===== config.mk =====
export PLATFORM = sky130hd
export DESIGN_NAME = timer_unit_core
export DESIGN_NICKNAME = d
export VERILOG_FILES = /design/src/verilog/timer_unit_pkg.sv /design/src/verilog/timer_unit_core.sv
export VERILOG_INCLUDE_DIRS = /design/src /design/src/verilog
export SDC_FILE = /design/constraint.sdc
export NUM_CORES = 1
export LEC_CHECK = 0
export BUFFER_PORTS_ARGS = -buffer_cell sky130_fd_sc_hd__buf_2
export CORE_ASPECT_RATIO = 0.5
export CORE_UTILIZATION = 45
export DETAILED_ROUTE_END_ITERATION = 6
export GPL_ROUTABILITY_DRIVEN = 0
export PLACE_DENSITY = 0.72
export SYNTH_ARGS = -nofsm -noshare
export SYNTH_HDL_FRONTEND = slang
export SYNTH_SLANG_ARGS = --single-unit

===== constraint.sdc =====
create_clock -name clock -period 4.2 [get_ports clock]
set_input_delay 0.84 -clock clock [delete_from_list [all_inputs] [get_ports clock]]
set_output_delay 0.84 -clock clock [all_outputs]
set_load 0.05 [all_outputs]

===== src/verilog/timer_unit_params.svh =====
// Offsets, field positions, reset values and counts of the timer unit.
// Assumes byte-wide registers in the low lane of a 32-bit Wishbone word.
`ifndef TIMER_UNIT_PARAMS_SVH
`define TIMER_UNIT_PARAMS_SVH
`define OFS_STATUS_CTL 8'h00
`define OFS_COUNT_HIGH 8'h04
`define OFS_COUNT_LOW 8'h08
`define OFS_MODULO_HIGH 8'h0c
`define OFS_MODULO_LOW 8'h10
`define OFS_CHAN_BASE 8'h14
`define OFS_CHAN_STEP 8'h0c
`define OFS_CHAN_VAL_HIGH 8'h04
`define OFS_CHAN_VAL_LOW 8'h08
`define OFS_BREAK_CTL 8'h2c
`define POS_OVF 7
`define POS_OVF_IE 6
`define POS_HALT 5
`define POS_CLR 4
`define POS_PS_HI 2
`define POS_PS_LO 0
`define POS_CH_FLAG 7
`define POS_BREAK_CLEAR_ENABLE 0
`define HALT_RST 1'b1
`define PRESCALE_RST 3'h0
`define PRESCALE_NONE 3'h7
`define PRESCALE_TOP 3'h6
`define MODULO_RST 16'hffff
`define COUNT_RST 16'h0000
`endif


===== src/verilog/timer_unit_pkg.sv =====
// Types shared by the timer unit.
// Assumes the params header is compiled alongside.
package timer_unit_pkg;
  typedef struct packed {
    logic flag;
    logic irqEn;
    logic bufMode;
    logic unbufMode;
    logic [1:0] edgeLevel;
    logic togOvf;
    logic maxDuty;
  } chanCtl_t;
  typedef struct packed {
    logic cyc;
    logic stb;
    logic we;
    logic [7:0] adr;
    logic [7:0] dat;
    logic sel0;
  } busReq_t;
endpackage : timer_unit_pkg


===== src/verilog/timer_unit_core.sv =====
// Timer unit core: prescaled 16-bit counter, modulo, overflow, two channels.
// Assumes a classic Wishbone master and system wait/stop/break levels.
// Contract
// - Match modulo sets overflow, counter restarts zero
// - Overflow flag and enable raise interrupt
// - Channel event sets flag, enable gates interrupt
// - Wait mode keeps counting, blocks access, wakes
// - Stop mode freezes counter, prescaler and captures, keeps state
// - Break freezes counter, inhibits captures
// - Break without clear-enable protects flags
// - Break with clear-enable allows flag clearing
// - Overflow clear is read then write zero
// - Halt bit stops counter, reset sets it
// - Halt bit inhibits input captures
// - Clear bit zeroes counter and prescaler
// - Halt plus clear holds counter at zero
// - Prescale field divides bus clock 1..64
// - High byte read latches low byte
// - Reset and clear zero counter bytes
// - Modulo high write suppresses overflow until low
// - Reset sets modulo to all ones
// - Channels capture or compare, channel 0 buffered bit acts as plain compare
// - Channel flag clear is read then write zero
// - Mode bits select capture or compare
// - Channel high write suppresses compares until low
//
// The Wishbone register port and the placing of the registers are this design's own decisions.
`timescale 1ns/1ps
`include "timer_unit_params.svh"
module timer_unit_core import timer_unit_pkg::*; (
  // Clock and reset
  input wire logic clock,
  input wire logic rstn,
  // Wishbone slave
  input wire logic wb_cyc_i,
  input wire logic wb_stb_i,
  input wire logic wb_we_i,
  input wire logic [7:0] wb_adr_i,
  input wire logic [31:0] wb_dat_i,
  input wire logic [3:0] wb_sel_i,
  output logic [31:0] wb_dat_o,
  output logic wb_ack_o,
  // System state levels
  input wire logic waitMode,
  input wire logic stopMode,
  input wire logic breakActive,
  // Channel capture pins
  input wire logic [1:0] capturePin,
  // Interrupt requests
  output logic overflowIrq,
  output logic [1:0] channelIrq,
  output logic wakeReq
);
  busReq_t bus;
  logic ack_q, req, rdReq, wr, clrAllowed, running, tick, wrapHit, ovfEvent;
  logic ovfClr, cntClr, ovf_q, ovfIe_q, ovfArm_q, halt_q, breakClearEn_q;
  logic modHold_q, latched_q, irqLvl;
  logic [2:0] ps_q;
  logic [5:0] pre_q, preMask;
  logic [7:0] datOut_q, readData, cntLatch_q;
  logic [15:0] cnt_q, mod_q;
  logic [1:0] chIrqLvl, capEv, chFlag;
  logic [7:0] chRdData [2];
  assign bus = '{cyc: wb_cyc_i, stb: wb_stb_i, we: wb_we_i, adr: wb_adr_i,
                 dat: wb_dat_i[7:0], sel0: wb_sel_i[0]};
  // Reads act at the request edge so the latched low byte matches the high
  assign req = bus.cyc & bus.stb & ~ack_q;
  // Registers are out of reach of the CPU in wait mode: zero, no effect
  assign rdReq = req & ~bus.we & ~waitMode;
  assign wr = bus.cyc & bus.stb & ack_q & bus.we & bus.sel0 & ~waitMode;
  assign clrAllowed = ~breakActive | breakClearEn_q;
  always_ff @(posedge clock) begin
    if (!rstn) begin
      ack_q <= 1'b0;
    end else begin
      ack_q <= bus.cyc & bus.stb & ~ack_q;
    end
  end

  always_ff @(posedge clock) begin
    if (!rstn) begin
      datOut_q <= 8'h00;
    end else if (req) begin
      datOut_q <= (bus.we | waitMode) ? 8'h00 : readData;
    end
  end

  assign wb_ack_o = ack_q;
  assign wb_dat_o = {24'h000000, datOut_q};
  // Prescaler and counter
  assign running = ~halt_q & ~breakActive & ~stopMode;
  assign preMask = 6'h3f >> (`PRESCALE_TOP - ps_q);
  assign tick = running & (ps_q != `PRESCALE_NONE)
                & ((pre_q & preMask) == preMask);
  assign wrapHit = (cnt_q == mod_q);
  assign ovfEvent = tick & wrapHit & ~modHold_q;
  assign cntClr = wr & (bus.adr == `OFS_STATUS_CTL) & bus.dat[`POS_CLR];

  always_ff @(posedge clock) begin
    if (!rstn) begin
      pre_q <= 6'h00;
    end else if (cntClr) begin
      pre_q <= 6'h00;
    end else if (running) begin
      pre_q <= pre_q + 6'h01;
    end
  end

  always_ff @(posedge clock) begin
    if (!rstn) begin
      cnt_q <= `COUNT_RST;
    end else if (cntClr) begin
      cnt_q <= `COUNT_RST;
    end else if (tick) begin
      cnt_q <= wrapHit ? `COUNT_RST : cnt_q + 16'h0001;
    end
  end

  // Low-byte holding buffer for coherent 16-bit reads
  always_ff @(posedge clock) begin
    if (!rstn || cntClr) begin
      latched_q <= 1'b0;
      cntLatch_q <= 8'h00;
    end else if (rdReq && bus.adr == `OFS_COUNT_HIGH && !latched_q) begin
      latched_q <= 1'b1;
      cntLatch_q <= cnt_q[7:0];
    end else if (rdReq && bus.adr == `OFS_COUNT_LOW) begin
      latched_q <= 1'b0;
    end
  end

  // Modulo limit; software should clear the counter first or a wrap is missed
  always_ff @(posedge clock) begin
    if (!rstn) begin
      mod_q <= `MODULO_RST;
      modHold_q <= 1'b0;
    end else if (wr && bus.adr == `OFS_MODULO_HIGH) begin
      mod_q[15:8] <= bus.dat;
      modHold_q <= 1'b1;
    end else if (wr && bus.adr == `OFS_MODULO_LOW) begin
      mod_q[7:0] <= bus.dat;
      modHold_q <= 1'b0;
    end
  end

  // Control fields of the status register
  always_ff @(posedge clock) begin
    if (!rstn) begin
      ovfIe_q <= 1'b0;
      halt_q <= `HALT_RST;
      ps_q <= `PRESCALE_RST;
    end else if (wr && bus.adr == `OFS_STATUS_CTL) begin
      ovfIe_q <= bus.dat[`POS_OVF_IE];
      halt_q <= bus.dat[`POS_HALT];
      ps_q <= bus.dat[`POS_PS_HI:`POS_PS_LO];
    end
  end

  always_ff @(posedge clock) begin
    if (!rstn) begin
      breakClearEn_q <= 1'b0;
    end else if (wr && bus.adr == `OFS_BREAK_CTL) begin
      breakClearEn_q <= bus.dat[`POS_BREAK_CLEAR_ENABLE];
    end
  end

  // Two-step overflow clear; a new overflow voids the armed step
  assign ovfClr = wr & (bus.adr == `OFS_STATUS_CTL) & ~bus.dat[`POS_OVF]
                  & ovfArm_q & clrAllowed;

  always_ff @(posedge clock) begin
    if (!rstn) begin
      ovfArm_q <= 1'b0;
    end else if (ovfEvent || ovfClr) begin
      ovfArm_q <= 1'b0;
    end else if (rdReq && bus.adr == `OFS_STATUS_CTL && ovf_q && clrAllowed) begin
      ovfArm_q <= 1'b1;
    end
  end

  always_ff @(posedge clock) begin
    if (!rstn) begin
      ovf_q <= 1'b0;
    end else if (ovfEvent) begin
      ovf_q <= 1'b1;
    end else if (ovfClr) begin
      ovf_q <= 1'b0;
    end
  end
  // Channels
  for (genvar i = 0; i < 2; i++) begin : chan
    localparam logic [7:0] OFS = `OFS_CHAN_BASE + 8'(i) * `OFS_CHAN_STEP;
    chanCtl_t ctl_q;
    logic [15:0] val_q;
    logic arm_q, cmpHold_q, pinMeta_q, pinSync_q, pinPrev_q;
    logic isCapture, isCompare, cmpEv, event_w, clr;
    // Mode bits: zero selects capture when an edge is enabled, a set bit selects compare
    assign isCapture = ~ctl_q.bufMode & ~ctl_q.unbufMode
                       & (ctl_q.edgeLevel != 2'b00);
    assign isCompare = ctl_q.bufMode | ctl_q.unbufMode;
    assign capEv[i] = isCapture & ~halt_q & ~breakActive & ~stopMode
                      & ((ctl_q.edgeLevel[0] & pinSync_q & ~pinPrev_q)
                      | (ctl_q.edgeLevel[1] & ~pinSync_q & pinPrev_q));
    assign cmpEv = isCompare & ~cmpHold_q & tick & (cnt_q == val_q);
    assign event_w = capEv[i] | cmpEv;
    assign clr = wr & (bus.adr == OFS) & ~bus.dat[`POS_CH_FLAG] & arm_q
                 & clrAllowed;

    always_ff @(posedge clock) begin
      if (!rstn) begin
        pinMeta_q <= 1'b0;
        pinSync_q <= 1'b0;
        pinPrev_q <= 1'b0;
      end else begin
        pinMeta_q <= capturePin[i];
        pinSync_q <= pinMeta_q;
        pinPrev_q <= pinSync_q;
      end
    end

    always_ff @(posedge clock) begin
      if (!rstn) begin
        ctl_q <= '0;
      end else begin
        if (wr && bus.adr == OFS) begin
          ctl_q.irqEn <= bus.dat[6];
          // Only channel 0 has the buffered mode bit
          ctl_q.bufMode <= (i == 0) ? bus.dat[5] : 1'b0;
          ctl_q.unbufMode <= bus.dat[4];
          ctl_q.edgeLevel <= bus.dat[3:2];
          ctl_q.togOvf <= bus.dat[1];
          ctl_q.maxDuty <= bus.dat[0];
        end
        if (event_w) begin
          ctl_q.flag <= 1'b1;
        end else if (clr) begin
          ctl_q.flag <= 1'b0;
        end
      end
    end

    always_ff @(posedge clock) begin
      if (!rstn) begin
        arm_q <= 1'b0;
      end else if (event_w || clr) begin
        arm_q <= 1'b0;
      end else if (rdReq && bus.adr == OFS && ctl_q.flag && clrAllowed) begin
        arm_q <= 1'b1;
      end
    end

    always_ff @(posedge clock) begin
      if (!rstn) begin
        val_q <= 16'h0000;
        cmpHold_q <= 1'b0;
      end else if (capEv[i]) begin
        val_q <= cnt_q;
      end else if (wr && bus.adr == OFS + `OFS_CHAN_VAL_HIGH) begin
        val_q[15:8] <= bus.dat;
        cmpHold_q <= isCompare;
      end else if (wr && bus.adr == OFS + `OFS_CHAN_VAL_LOW) begin
        val_q[7:0] <= bus.dat;
        cmpHold_q <= 1'b0;
      end
    end

    assign chFlag[i] = ctl_q.flag;
    assign chIrqLvl[i] = ctl_q.flag & ctl_q.irqEn;
    assign chRdData[i] = (bus.adr == OFS) ? ctl_q
                       : (bus.adr == OFS + `OFS_CHAN_VAL_HIGH) ? val_q[15:8]
                       : (bus.adr == OFS + `OFS_CHAN_VAL_LOW) ? val_q[7:0]
                       : 8'h00;
  end
  // Read decode; unmapped addresses read zero
  always_comb begin
    readData = 8'h00;
    if (bus.adr == `OFS_STATUS_CTL) begin
      readData = {ovf_q, ovfIe_q, halt_q, 1'b0, 1'b0, ps_q};
    end else if (bus.adr == `OFS_COUNT_HIGH) begin
      readData = cnt_q[15:8];
    end else if (bus.adr == `OFS_COUNT_LOW) begin
      readData = latched_q ? cntLatch_q : cnt_q[7:0];
    end else if (bus.adr == `OFS_MODULO_HIGH) begin
      readData = mod_q[15:8];
    end else if (bus.adr == `OFS_MODULO_LOW) begin
      readData = mod_q[7:0];
    end else if (bus.adr == `OFS_BREAK_CTL) begin
      readData = {7'h00, breakClearEn_q};
    end else begin
      readData = chRdData[0] | chRdData[1];
    end
  end

  // Registered requests; wake needs an enabled request while waiting
  assign irqLvl = (ovf_q & ovfIe_q) | (|chIrqLvl);
  always_ff @(posedge clock) begin
    if (!rstn) begin
      overflowIrq <= 1'b0;
      channelIrq <= 2'b00;
      wakeReq <= 1'b0;
    end else begin
      overflowIrq <= ovf_q & ovfIe_q;
      channelIrq <= chIrqLvl;
      wakeReq <= waitMode & irqLvl;
    end
  end
endmodule : timer_unit_core


; ---- Word-level counts from Yosys, hierarchy flattened
; Cells that the tools add are included.
[classes]
n_addsub = 3
eq_ne = 18
shifts = 1
n_mux = 37
bitwise_logic = 87
n_reduce_logical = 52
[ops]
columns = operator, n
row1 = 2-to-1 mux 8 bit, 20
row2 = AND 1 bit, 56
row3 = == test 16 bit, 3
row4 = 2-to-1 mux 16 bit, 3
row5 = == test 8 x 5 -> 1 bit (second input constant), 4
row6 = == test 8 x 6 -> 1 bit (second input constant), 4
row7 = nonzero test 2 bit, 13
row8 = logical AND 1 bit, 22
row9 = NOT 1 bit, 21
row10 = adder 16 x 1 -> 16 bit (second input constant), 1
row11 = == test 8 x 4 -> 1 bit (second input constant), 2
row12 = 2-to-1 mux 1 bit, 14
row13 = AND reduction 2 bit, 5
row14 = OR reduction 2 bit, 5
row15 = == test 8 x 3 -> 1 bit (second input constant), 1
row16 = logical NOT 8 bit, 1
row17 = OR 1 bit, 8
row18 = OR 8 bit, 1
row19 = adder 6 x 1 -> 6 bit (second input constant), 1
row20 = AND 6 bit, 1
row21 = == test 6 bit, 1
row22 = right shift 6 x 3 -> 6 bit (first input constant), 1
row23 = logical OR 1 bit, 4
row24 = != test 2 bit (second input constant), 2
row25 = other kinds (3), 4
[word_totals]
register_bits = 126
in_bits = 54
out_inout_bits = 37
elab_cells = 243

; ---- Depth between registers and ports, before layout
; Gate-level depths: netlist of the first run.
[depth]
word_depth = 12
ltp_mapped = 10
ltp_nobuf = 8

; ---- Worst setup path after synthesis of the first run
; OpenSTA, ideal clock, no wires.
[synth_timing]
path_type = input to register
startpoint = input wb_adr_i[0]
endpoint = register cnt_q[8]
arrival_ns = 2.608
required_time_ns = 4.078
path_slack_ns = 1.470
path_stages = 8
path_buffers = 3
cell_sequence = buf_4 > or4_1 > buf_2 > nor4_4 > a21boi_2 > o21ai_4 > buf_8 > a21oi_1
[synth_via]
elab_chain_cells = 4
[synth_rtl]
columns = item, line
row1 = start: declaration, timer_unit_core.sv:38  ; input wire logic [7:0] wb_adr_i,
row2 = logical NOT 8 bit (no source line), -
row3 = AND 1 bit (2 in a row), timer_unit_core.sv:97  ; assign cntClr = wr & (bus.adr == `OFS_STATUS_CTL) & bus.dat[`POS_CLR];
row4 = OR reduction 2 bit (no source line), -
row5 = end signal: assignment, timer_unit_core.sv:111  ; cnt_q <= `COUNT_RST;
row6 = end signal: assignment, timer_unit_core.sv:113  ; cnt_q <= `COUNT_RST;
row7 = end signal: assignment, timer_unit_core.sv:115  ; cnt_q <= wrapHit ? `COUNT_RST : cnt_q + 16'h0001;
row8 = end: declaration, timer_unit_core.sv:61  ; logic [15:0] cnt_q, mod_q;
; No other way between the ends.
; A chain may end at the register's enable or synchronous reset.

; ---- Worst setup path in the final report of the first run
[layout_timing]
startpoint = input wb_adr_i[7]
endpoint = register datOut_q[1]
[layout_via]
elab_chain_cells = 12
word_cells_on_any_way = 26
classes_between = eq/ne: 11 / mux: 13 / bitwise: 1 / reduce/logical: 1
[layout_rtl]
columns = item, line
row1 = == test 8 x 5 -> 1 bit (no source line) or == test 8 x 6 -> 1 bit (tied branches), -
row2 = 2-to-1 mux 8 bit, timer_unit_core.sv:271  ; : (bus.adr == OFS + `OFS_CHAN_VAL_LOW) ? val_q[7:0]
row3 = 2-to-1 mux 8 bit, timer_unit_core.sv:270  ; : (bus.adr == OFS + `OFS_CHAN_VAL_HIGH) ? val_q[15:8]
row4 = 2-to-1 mux 8 bit, timer_unit_core.sv:269  ; assign chRdData[i] = (bus.adr == OFS) ? ctl_q
row5 = OR 8 bit, timer_unit_core.sv:290  ; readData = chRdData[0] | chRdData[1];
row6 = 2-to-1 mux 8 bit, timer_unit_core.sv:287  ; end else if (bus.adr == `OFS_BREAK_CTL) begin
row7 = 2-to-1 mux 8 bit, timer_unit_core.sv:285  ; end else if (bus.adr == `OFS_MODULO_LOW) begin
row8 = 2-to-1 mux 8 bit, timer_unit_core.sv:283  ; end else if (bus.adr == `OFS_MODULO_HIGH) begin
row9 = 2-to-1 mux 8 bit, timer_unit_core.sv:281  ; end else if (bus.adr == `OFS_COUNT_LOW) begin
row10 = 2-to-1 mux 8 bit, timer_unit_core.sv:279  ; end else if (bus.adr == `OFS_COUNT_HIGH) begin
row11 = 2-to-1 mux 8 bit *, timer_unit_core.sv:277  ; if (bus.adr == `OFS_STATUS_CTL) begin
row12 = 2-to-1 mux 8 bit *, timer_unit_core.sv:84  ; datOut_q <= (bus.we | waitMode) ? 8'h00 : readData;
row13 = end signal: assignment, timer_unit_core.sv:84
row14 = end: declaration, timer_unit_core.sv:60  ; logic [7:0] datOut_q, readData, cntLatch_q;
; Mark *: on every way between the ends. The rest lies on a longest branch, timed or not.

==> out/summary.txt, run 1 <==
Max IR drop VDD: 269 uV
Synth async-reset ratio: 0
Initial antenna violation count: 0
Max-slew violations: 0
Setup repair bufs after CTS: 0
Die H: 90.7 um
Commonest non-fill, non-tap cell in the layout: dfxtp_1
Share of cells above drive strength 1: 0.136
# rows: 31
GRT Overall Usage: 0.259
Period Utilization, post-route: 0.658
Yosys warns: 0
Tot Pwr: 2.81 mW
Global-route wire length before repair: 32.4 mm
# hold bufs at CTS: 0
Slew HR: 0.378
Fin crit period: 2.76 ns
Die X: 179 um
Post-synth EDFFs: 0
Synth cell types: 68
Clk pin slew, worst setup/hold paths: 0.06 ns
1st-iter DRT viols: 947
Actual slew at the worst max-slew pin: 0.926 ns
Final setup skew: 0.0103 ns
Avg Cell Area, Syn: 8.57 um^2
Status: complete, but fails checks
Most frequent cells in the layout: 126 x dfxtp_1, 77 x nand2_1, 71 x mux2i_1
Area growth from synthesis to layout: 10.9%
Leakage power: 2.87 nW
Fin nets: 890
CTS sink count: 126
Min-delay worst type: reg2reg
Cts repair resizes: 0
Pre-CTS setup slack: 1.08 ns
Crit path DAT: 3.13 ns
Worst-skew pair later-pin latency: 0.42 ns
H-tree depth: 4
ANT cells: 0
Synth Instances: 827
Total gr overflow: 0
Setup ws final: 1.44 ns
RSZ-0062 raised after global routing: false
Root buffer cell: clkbuf_16
Critical path required time: 4.57 ns
Post-DP HPWL: 14.4 mm
Pwr Density: 358 nW/um^2
Max cap viols: 0
Hold Fails Final Rpt: 0
Crit Path Max Fanout: 8
CTS Buffer Depth: 2
Fmax: 362 MHz
Total negative slack: 0 ns
Top FF cell, synth: dfxtp_1
Port Buffers: 39
Flop2flop setup slack: 1.44 ns
Yosys reg bits: 126
Pin count of the biggest net entering global routing: 85
CTS tree: done
Initial Util: 0.476
Via/cell ratio: 6.11
Synth Cell Area: 7090 um^2
Total Wirelength: 20.9 mm
DRT Pass-1 Iters: 7
Seq/Total Area, Yosys: 0.356
Layout fillers: 1,324
DR vias: 6,359
Io pins: 91
Setup crit start kind: input port
Final Setup Violations: 0
Routed len/inst: 20.0 um
Failing checks: design-rule violations
Crit Path Category: in2reg
Critical Path Sink Type: flip-flop
Core area: 14,900 um^2
CTS Buf Count: 17
Count of antenna-violating nets left after detailed routing: 0
Number of global-route vias before repair: 5,656
DRC: 8
Die area: 16,300 um^2
[critical path, cell delays in order]
cell and delay [ns]:
buf_2 0.14, or4b_2 0.81, nor3_1 0.67, a22oi_1 0.36, nand3_1 0.19, a22o_1 0.12
[registers in the layout, indices dropped and copies added (netlist names), 2 cells and up]
register        count
chan.pinMeta_q      2
ps_q                3
chan.val_q         32
chan.cmpHold_q      2
channelIrq          2
pre_q               6
chan.arm_q          2
chan.ctl_q         13
chan.pinPrev_q      2
chan.pinSync_q      2
cnt_q              16
datOut_q            8
cntLatch_q          8
chFlag              2
mod_q              16
[synth_stat cells, types with 8 or more instances]
cell | instances | share of area
xor2_1 | 45 | 0.056
nor2b_1 | 26 | 0.023
o21ai_0 | 65 | 0.046
or3_1 | 18 | 0.016
nor3_1 | 10 | 0.0071
mux2i_1 | 71 | 0.10
nor4_1 | 18 | 0.016
nand3_1 | 24 | 0.017
a21oi_1 | 70 | 0.049
inv_1 | 14 | 0.0074
clkbuf_1 | 56 | 0.030
dfxtp_1 | 126 | 0.36
nand4_1 | 8 | 0.0071
nand2_1 | 77 | 0.041
and2_1 | 9 | 0.0079
nor2_1 | 20 | 0.011
buf_2 | 8 | 0.0057
and3_1 | 8 | 0.0071
xnor2_1 | 9 | 0.011
buf_4 | 29 | 0.031
[layout make-up]
class | count | area [um^2] | area share
timing repair buffer | 58 | 338 | 0.0430
clock buffer | 18 | 439 | 0.0559
multi-input combinational | 613 | 4130 | 0.525
sequential | 126 | 2520 | 0.321
clock inverter | 14 | 134 | 0.0170
inverter | 14 | 52.6 | 0.00669
tap | 198 | 248 | 0.0315
[report_power, final]
part / internal [mW] / total [mW] / leakage [nW] / switching, mW
combinational: 0.0385 / 0.176 / 1.58 / 0.137
clock: 0.839 / 1.44 / 0.272 / 0.597
sequential: 1.20 / 1.20 / 1.02 / 0.00127
[cell families after synthesis]
logic type	after synthesis	synth area share
AND/OR/NAND/NOR	255	0.201
AO/OA/AOI/OAI	195	0.167
flip-flops	126	0.356
buffers and inverters	111	0.0793
multiplexers	79	0.119
XOR/XNOR	54	0.0667
adder cells (fa/ha/maj)	6	0.0106
other	1	0.000529
[metal layers]
layer	global-route usage	share of wire
met1	0.346	0.41
met2	0.394	0.43
met3	0.0722	0.12
met4	0.102	0.035
met5	0	0
[stage by stage]
| stage | hold WS, ns | area (um^2) | utilization | std cells |
|---|---|---|---|---|
| finish | 0.437 | 7860 | 0.528 | 1041 |
| global route | 0.447 | 7860 | 0.528 | 1041 |
| CTS | 0.438 | 7860 | 0.528 | 1041 |
| detailed placement | 0.423 | 7290 | 0.489 | 1009 |
| global placement | 0.420 | 7290 | 0.489 | 1009 |
| floorplan | 0.412 | 7170 | - | 850 |
[final timing paths]
check	end	depth (start not counted)	start
worst max-delay path	datOut_q[1]	6	wb_adr_i[7]
worst min-delay path	chan[1].pinSync_q	1	chan[1].pinMeta_q
worst max register to register	chan[0].arm_q	8	ps_q[0]
worst min register to register	chan[1].pinSync_q	1	chan[1].pinMeta_q
Power figures use the tool's default switching activity.
==> run 2: changes to the inputs <==
==> constraint.sdc (replaced) <==
create_clock -name clock -period 2.78 [get_ports clock]
set_input_delay 0.556 -clock clock [delete_from_list [all_inputs] [get_ports clock]]
set_output_delay 0.556 -clock clock [all_outputs]
set_load 0.05 [all_outputs]
==> run 2 against run 1 <==
  * Sequential cell count unchanged
  * Via count is 3.0% higher
  * Total power grew 52%
  * Register-to-register slack lost 1.2 ns
  * Critical path depth increased by 2
  * Sequential power rose by 51%
  * Highest routed layer unchanged
  * Wire length rose by 5.8%
  * The run still ends with design-rule violations left
  * Cell count grew 2.8%
==> out/summary.txt, run 2 (synthesis gave the netlist of run 1 again) <==
Setup crit start kind: flip-flop
DRC: 16 (+8)
Reg area: 2520 um^2 (unchanged)
Critical path required time: 3.13 ns (-1.44 ns)
Status: complete, but fails checks
Final Setup Violations: 0 (unchanged)
Total negative slack: 0 ns (unchanged)
Max IR drop VDD: 430 uV (+60%)
Largest regs: chan.val_q (32), cnt_q (16), mod_q (16)
Total gr overflow: 0 (unchanged)
H-tree depth: 4 (unchanged)
Slew HR: 0.377 (-0.000631)
Io pins: 91 (unchanged)
Number of global-route vias before repair: 6,080 (+7.5%)
Final setup skew: 0.00868 ns (-0.00159 ns)
Area growth from synthesis to layout: 14.2%
Global-route wire length before repair: 33.6 mm (+3.7%)
Worst-skew pair later-pin latency: 0.42 ns (about the same)
CTS tree: done
CTS sink count: 126 (unchanged)
Crit path DAT: 2.85 ns (-0.28 ns)
Share of cells above drive strength 1: 0.163 (+0.0266)
Setup repair bufs after CTS: 0 (unchanged)
Die H: 90.7 um (unchanged)
Hold path depth: 2 (+1)
RSZ-0062 raised after global routing: false
Fmax: 400 MHz
# rows: 31 (unchanged)
Pwr Density: 528 nW/um^2 (+48%)
Max cap viols: 0 (unchanged)
Actual slew at the worst max-slew pin: 0.934 ns (+0.00807 ns)
Via/cell ratio: 6.12 (+0.23%)
Core area: 14,900 um^2 (unchanged)
DRT Pass-1 Iters: 7 (unchanged)
Crit Path Max Fanout: 12 (+4)
Count of antenna-violating nets left after detailed routing: 0 (unchanged)
Commonest non-fill, non-tap cell in the layout: dfxtp_1
Most frequent cells in the layout: 126 x dfxtp_1, 77 x nand2_1, 71 x mux2i_1
Worst hold margin: 0.335 ns (-0.102 ns)
Min-delay worst type: in2reg
Fin nets: 918 (+3.1%)
Max-slew violations: 0 (unchanged)
Root buffer cell: clkbuf_16
Initial Util: 0.476 (unchanged)
Period Utilization, post-route: 0.899
Multi-input logic area: 4130 um^2 (unchanged)
Fin crit period: 2.50 ns
GRT Overall Usage: 0.270 (+0.0108)
Final Non-Filler Cells: 1,070 (+2.8%)
Failing checks: design-rule violations
Total Wirelength: 22.1 mm (+5.8%)
Critical Path Sink Type: flip-flop
Routed len/inst: 20.6 um (+3.0%)
Initial antenna violation count: 1 (+1)
Post-DP HPWL: 15.6 mm (+8.8%)
Hold Fails Final Rpt: 0 (unchanged)
Crit Path Category: reg2reg
Layout fillers: 1,360 (+2.7%)
Cts repair resizes: 0 (unchanged)
DR vias: 6,551 (+3.0%)
CTS Buffer Depth: 2 (unchanged)
Clk pin slew, worst setup/hold paths: 0.06 ns (about the same)
Port Buffers: 39 (unchanged)
CTS Buf Count: 17 (unchanged)
Die X: 179 um (unchanged)
1st-iter DRT viols: 828 (-13%)
Largest reg by FF count: chan.val_q
Worst-case reg-to-reg path depth: 8 (unchanged)
Placed Cells: 1,037 (+2.8%)
Pin count of the biggest net entering global routing: 70 (-18%)
# hold bufs at CTS: 0 (unchanged)
Leakage power: 3.02 nW (+5.3%)
Tot Pwr: 4.27 mW (+52%)
Final design utilization: 0.543 (+0.0155)
Max reg flops: 32 (unchanged)
Die area: 16,300 um^2 (unchanged)
## run 2: changes by cell type in the layout (fill, tap and decap cells not counted)
cell / before / now
buf_12: 0 / 1
buf_4: 19 / 46
clkbuf_1: 0 / 1
clkbuf_8: 1 / 3
clkinv_2: 2 / 1
clkinv_4: 2 / 3
diode_2: 0 / 1
inv_6: 4 / 2
inv_8: 1 / 0
## run 2: final timing paths
path                           from                end  slack [ns]
hold reg to reg   chan[1].pinMeta_q  chan[1].pinSync_q        0.45
hold / removal        capturePin[1]  chan[1].pinMeta_q        0.34
setup reg to reg            ps_q[0]          cnt_q[11]        0.28
setup / recovery            ps_q[0]          cnt_q[11]        0.28
## run 2: power by group
group / internal [mW] / switching [mW] / leakage [nW]
logic: 0.0653 / 0.211 / 1.73
registers: 1.81 / 0.00191 / 1.02
clock network: 1.31 / 0.874 / 0.272
total: 3.18 / 1.09 / 3.02
## run 2: area by class of cell
cell class                      instances  area share
Sequential cell                       126       0.312
Clock inverter                         11      0.0135
Timing Repair Buffer                   86      0.0693
Antenna cell                            1    0.000309
Multi-Input combinational cell        613       0.510
Inverter                               14     0.00650
Tap cell                              198      0.0306
Clock buffer                           21      0.0582
## run 2: metal layers
layer	vias to the layer above	GRT usage	share of wire
li1	2983	-	-
met1	3105	0.345	0.41
met2	389	0.422	0.43
met3	74	0.0726	0.11
met4	0	0.129	0.038
met5	-	0	0
## run 2: worst max-delay path, cell delays in order (launching register included)
cell	delay, ns
dfxtp_1	0.33
ha_1	0.14
inv_1	0.04
ha_1	0.31
nor2b_1	0.13
o221ai_1	0.18
or4_1	0.71
or3_1	0.43
a21oi_1	0.15
## run 2: per-stage QoR
| step | setup WS (ns) | area, um^2 |
|---|---|---|
| 3_3_place_gp | 0.254 | 7510 |
| 4_1_cts | 0.274 | 8090 |
| 5_1_grt | 0.112 | 8090 |
| 6_report | 0.280 | 8090 |
| 2_1_floorplan | 0.334 | 7170 |
| 3_5_place_dp | 0.237 | 7510 |
==> run 3: changes to the inputs <==
--- a/config.mk
+++ b/config.mk
@@ -7,10 +7,11 @@
 export NUM_CORES = 1
 export LEC_CHECK = 0
 export BUFFER_PORTS_ARGS = -buffer_cell sky130_fd_sc_hd__buf_2
-export CORE_ASPECT_RATIO = 0.5
+export CORE_ASPECT_RATIO = 1.4
 export CORE_UTILIZATION = 45
 export DETAILED_ROUTE_END_ITERATION = 6
 export GPL_ROUTABILITY_DRIVEN = 0
+export GPL_TIMING_DRIVEN = 1
 export PLACE_DENSITY = 0.72
 export SYNTH_ARGS = -nofsm -noshare
 export SYNTH_HDL_FRONTEND = slang
==> run 3 against run 2 <==
  * Largest power group unchanged
  * Setup slack worse by 0.11 ns
  * Register-to-register slack worse by 0.11 ns
  * Worst hold slack better by 0.0032 ns
  * The flow now finishes without violations
  * Final area hardly changed
==> out/summary.txt, run 3 (synthesis gave the netlist of run 1 again) <==
Status: finished clean
Critical Path Sink Type: flip-flop
Pin count of the biggest net entering global routing: 47 (-33%)
Clk pwr share: 0.520 (+0.009)
Crit Path Category: reg2reg
Total negative slack: 0 ns (unchanged)
Post-DP HPWL: 15.2 mm (-2.6%)
Period Utilization, post-route: 0.939 (+0.0400)
Fmax: 383 MHz (-4.3%)
Pwr Density: 538 nW/um^2 (+2.0%)
Max cap viols: 0 (unchanged)
Setup crit start kind: flip-flop
Initial Util: 0.467 (-0.00913)
Fin nets: 915 (-0.33%)
Final Setup Violations: 0 (unchanged)
Commonest non-fill, non-tap cell in the layout: dfxtp_1
Core area: 15,200 um^2 (+2.0%)
Die H: 150 um (+66%)
Net Switching: 1.08 mW (-0.52%)
Max-slew violations: 0 (unchanged)
CTS Buffer Depth: 2 (unchanged)
Die X: 108 um (-40%)
Fin crit period: 2.61 ns (+0.111 ns)
Area growth from synthesis to layout: 14.1% (about the same)
Met2 Track Usage GR: 0.454 (+0.0316)
Met3 Usage GRT: 0.0606 (-0.0120)
RSZ-0062 raised after global routing: false
GRT Overall Usage: 0.278 (+0.00849)
Root buffer cell: clkbuf_16
Most frequent cells in the layout: 126 x dfxtp_1, 77 x nand2_1, 71 x mux2i_1
Count of antenna-violating nets left after detailed routing: 0 (unchanged)
Final design utilization: 0.533 (-0.0106)
DRT Pass-1 Iters: 5 (-2)
Io pins: 91 (unchanged)
Global-route wire length before repair: 33.5 mm (-0.21%)
Switching Share: 0.248 (-0.00611)
CTS sink count: 126 (unchanged)
Logic pwr share: 0.064 (about the same)
# rows: 53 (+71%)
CTS Buf Count: 17 (unchanged)
ANT cells: 0 (-1)
Actual slew at the worst max-slew pin: 0.896 ns (-0.0385 ns)
Min-delay worst type: in2reg
Port Buffers: 39 (unchanged)
Routed len/inst: 20.5 um (-0.84%)
Worst-skew pair later-pin latency: 0.42 ns (about the same)
Final setup skew: 0.00956 ns (+0.000885 ns)
Tot Pwr: 4.35 mW (+1.9%)
Clk pin slew, worst setup/hold paths: 0.06 ns (about the same)
Via/cell ratio: 6.04 (-1.3%)
Total Wirelength: 21.7 mm (-1.8%)
Hold Fails Final Rpt: 0 (unchanged)
Max reg flops: 32 (unchanged)
Total gr overflow: 0 (unchanged)
Initial antenna violation count: 0 (-1)
DRC: 0 (-16)
P_int: 3.27 mW (+2.8%)
Max IR drop VDD: 444 uV (+3.3%)
Number of global-route vias before repair: 5,875 (-3.4%)
DR vias: 6,404 (-2.2%)
Leakage power: 3.02 nW (about the same)
H-tree depth: 4 (unchanged)
1st-iter DRT viols: 702 (-15%)
Area post-placement: 7480 um^2 (-0.40%)
Slew HR: 0.403 (+0.0257)
Crit path DAT: 2.93 ns (+0.08 ns)
Die area: 16,300 um^2 (-0.15%)
Largest regs: chan.val_q (32), cnt_q (16), mod_q (16)
Critical path required time: 3.10 ns (-0.03 ns)
Met1 usage: 0.325 (-0.0203)
Busiest grt layer: met2
CTS tree: done
Share of cells above drive strength 1: 0.164 (+0.000563)
Sequential share of power: 0.416 (-0.008)
Crit Path Max Fanout: 9 (-3)
Largest reg by FF count: chan.val_q
Design area: 8090 um^2 (about the same)
run 3: cell count changes in the layout (fill, tap and decap cells not counted), sizes merged:
| cell | before | now |
|---|---|---|
| clkbuf | 21 | 20 |
| bufinv | 1 | 2 |
| buf | 86 | 83 |
| diode | 1 | 0 |
run 3: power groups by stage:
stage,sequential (mW),combinational (mW),clock [mW]
2_1_floorplan,1.85,0.219,0
3_3_place_gp,1.85,0.270,0
3_5_place_dp,1.85,0.271,0
4_1_cts,1.81,0.272,2.28
5_1_grt,1.81,0.291,2.35
6_report,1.81,0.279,2.26
run 3: path summary, 6_finish.rpt:
path / from / endpoint / slack (ns) / depth (start not counted)
setup reg to reg: ps_q[1] / chan[0].arm_q / 0.17 / 9
hold / removal: capturePin[0] / chan[0].pinMeta_q / 0.34 / 2
setup / recovery: ps_q[1] / chan[0].arm_q / 0.17 / 9
hold reg to reg: chan[1].pinMeta_q / chan[1].pinSync_q / 0.43 / 1
run 3: layout make-up:
class	instances	area (um^2)
inverter	14	52.6
multi-input combinational	613	4130
fill	1393	7100
clock inverter	12	135
tap	192	240
clock buffer	20	467
timing repair buffer	83	538
sequential	126	2520
run 3: routing by layer:
| metal | vias up | part of all wire |
|---|---|---|
| li1 | 2968 | - |
| met1 | 2987 | 0.38 |
| met2 | 343 | 0.47 |
| met3 | 106 | 0.078 |
| met4 | 0 | 0.071 |
| met5 | - | 0 |
run 3: through the flow:
| step | setup WS (ns) | instances | hold slack (ns) |
|---|---|---|---|
| after detailed placement | 0.202 | 1028 | 0.418 |
| after global placement | 0.230 | 1028 | 0.414 |
| final | 0.169 | 1060 | 0.338 |
| after CTS | 0.169 | 1060 | 0.330 |
| after floorplan | 0.334 | 850 | 0.412 |
| after global routing | 0.0340 | 1060 | 0.335 |
run 3: worst max-delay path: stages (launching register included):
cell and delay [ns]:
dfxtp_1 0.44, ha_1 0.18, inv_1 0.04, ha_1 0.30, nor2b_1 0.13, o221ai_1 0.21
or4_1 0.44, buf_4 0.21, o31a_1 0.35, and4_1 0.20
run 3: what timing repair did:
| action | 4_1_cts | 5_1_grt |
|---|---|---|
| endpoints found under the setup margin | 0 | 6 |
| setup buffers | 0 | 0 |
| gates resized for setup | 0 | 2 |
| hold buffers | 0 | 0 |
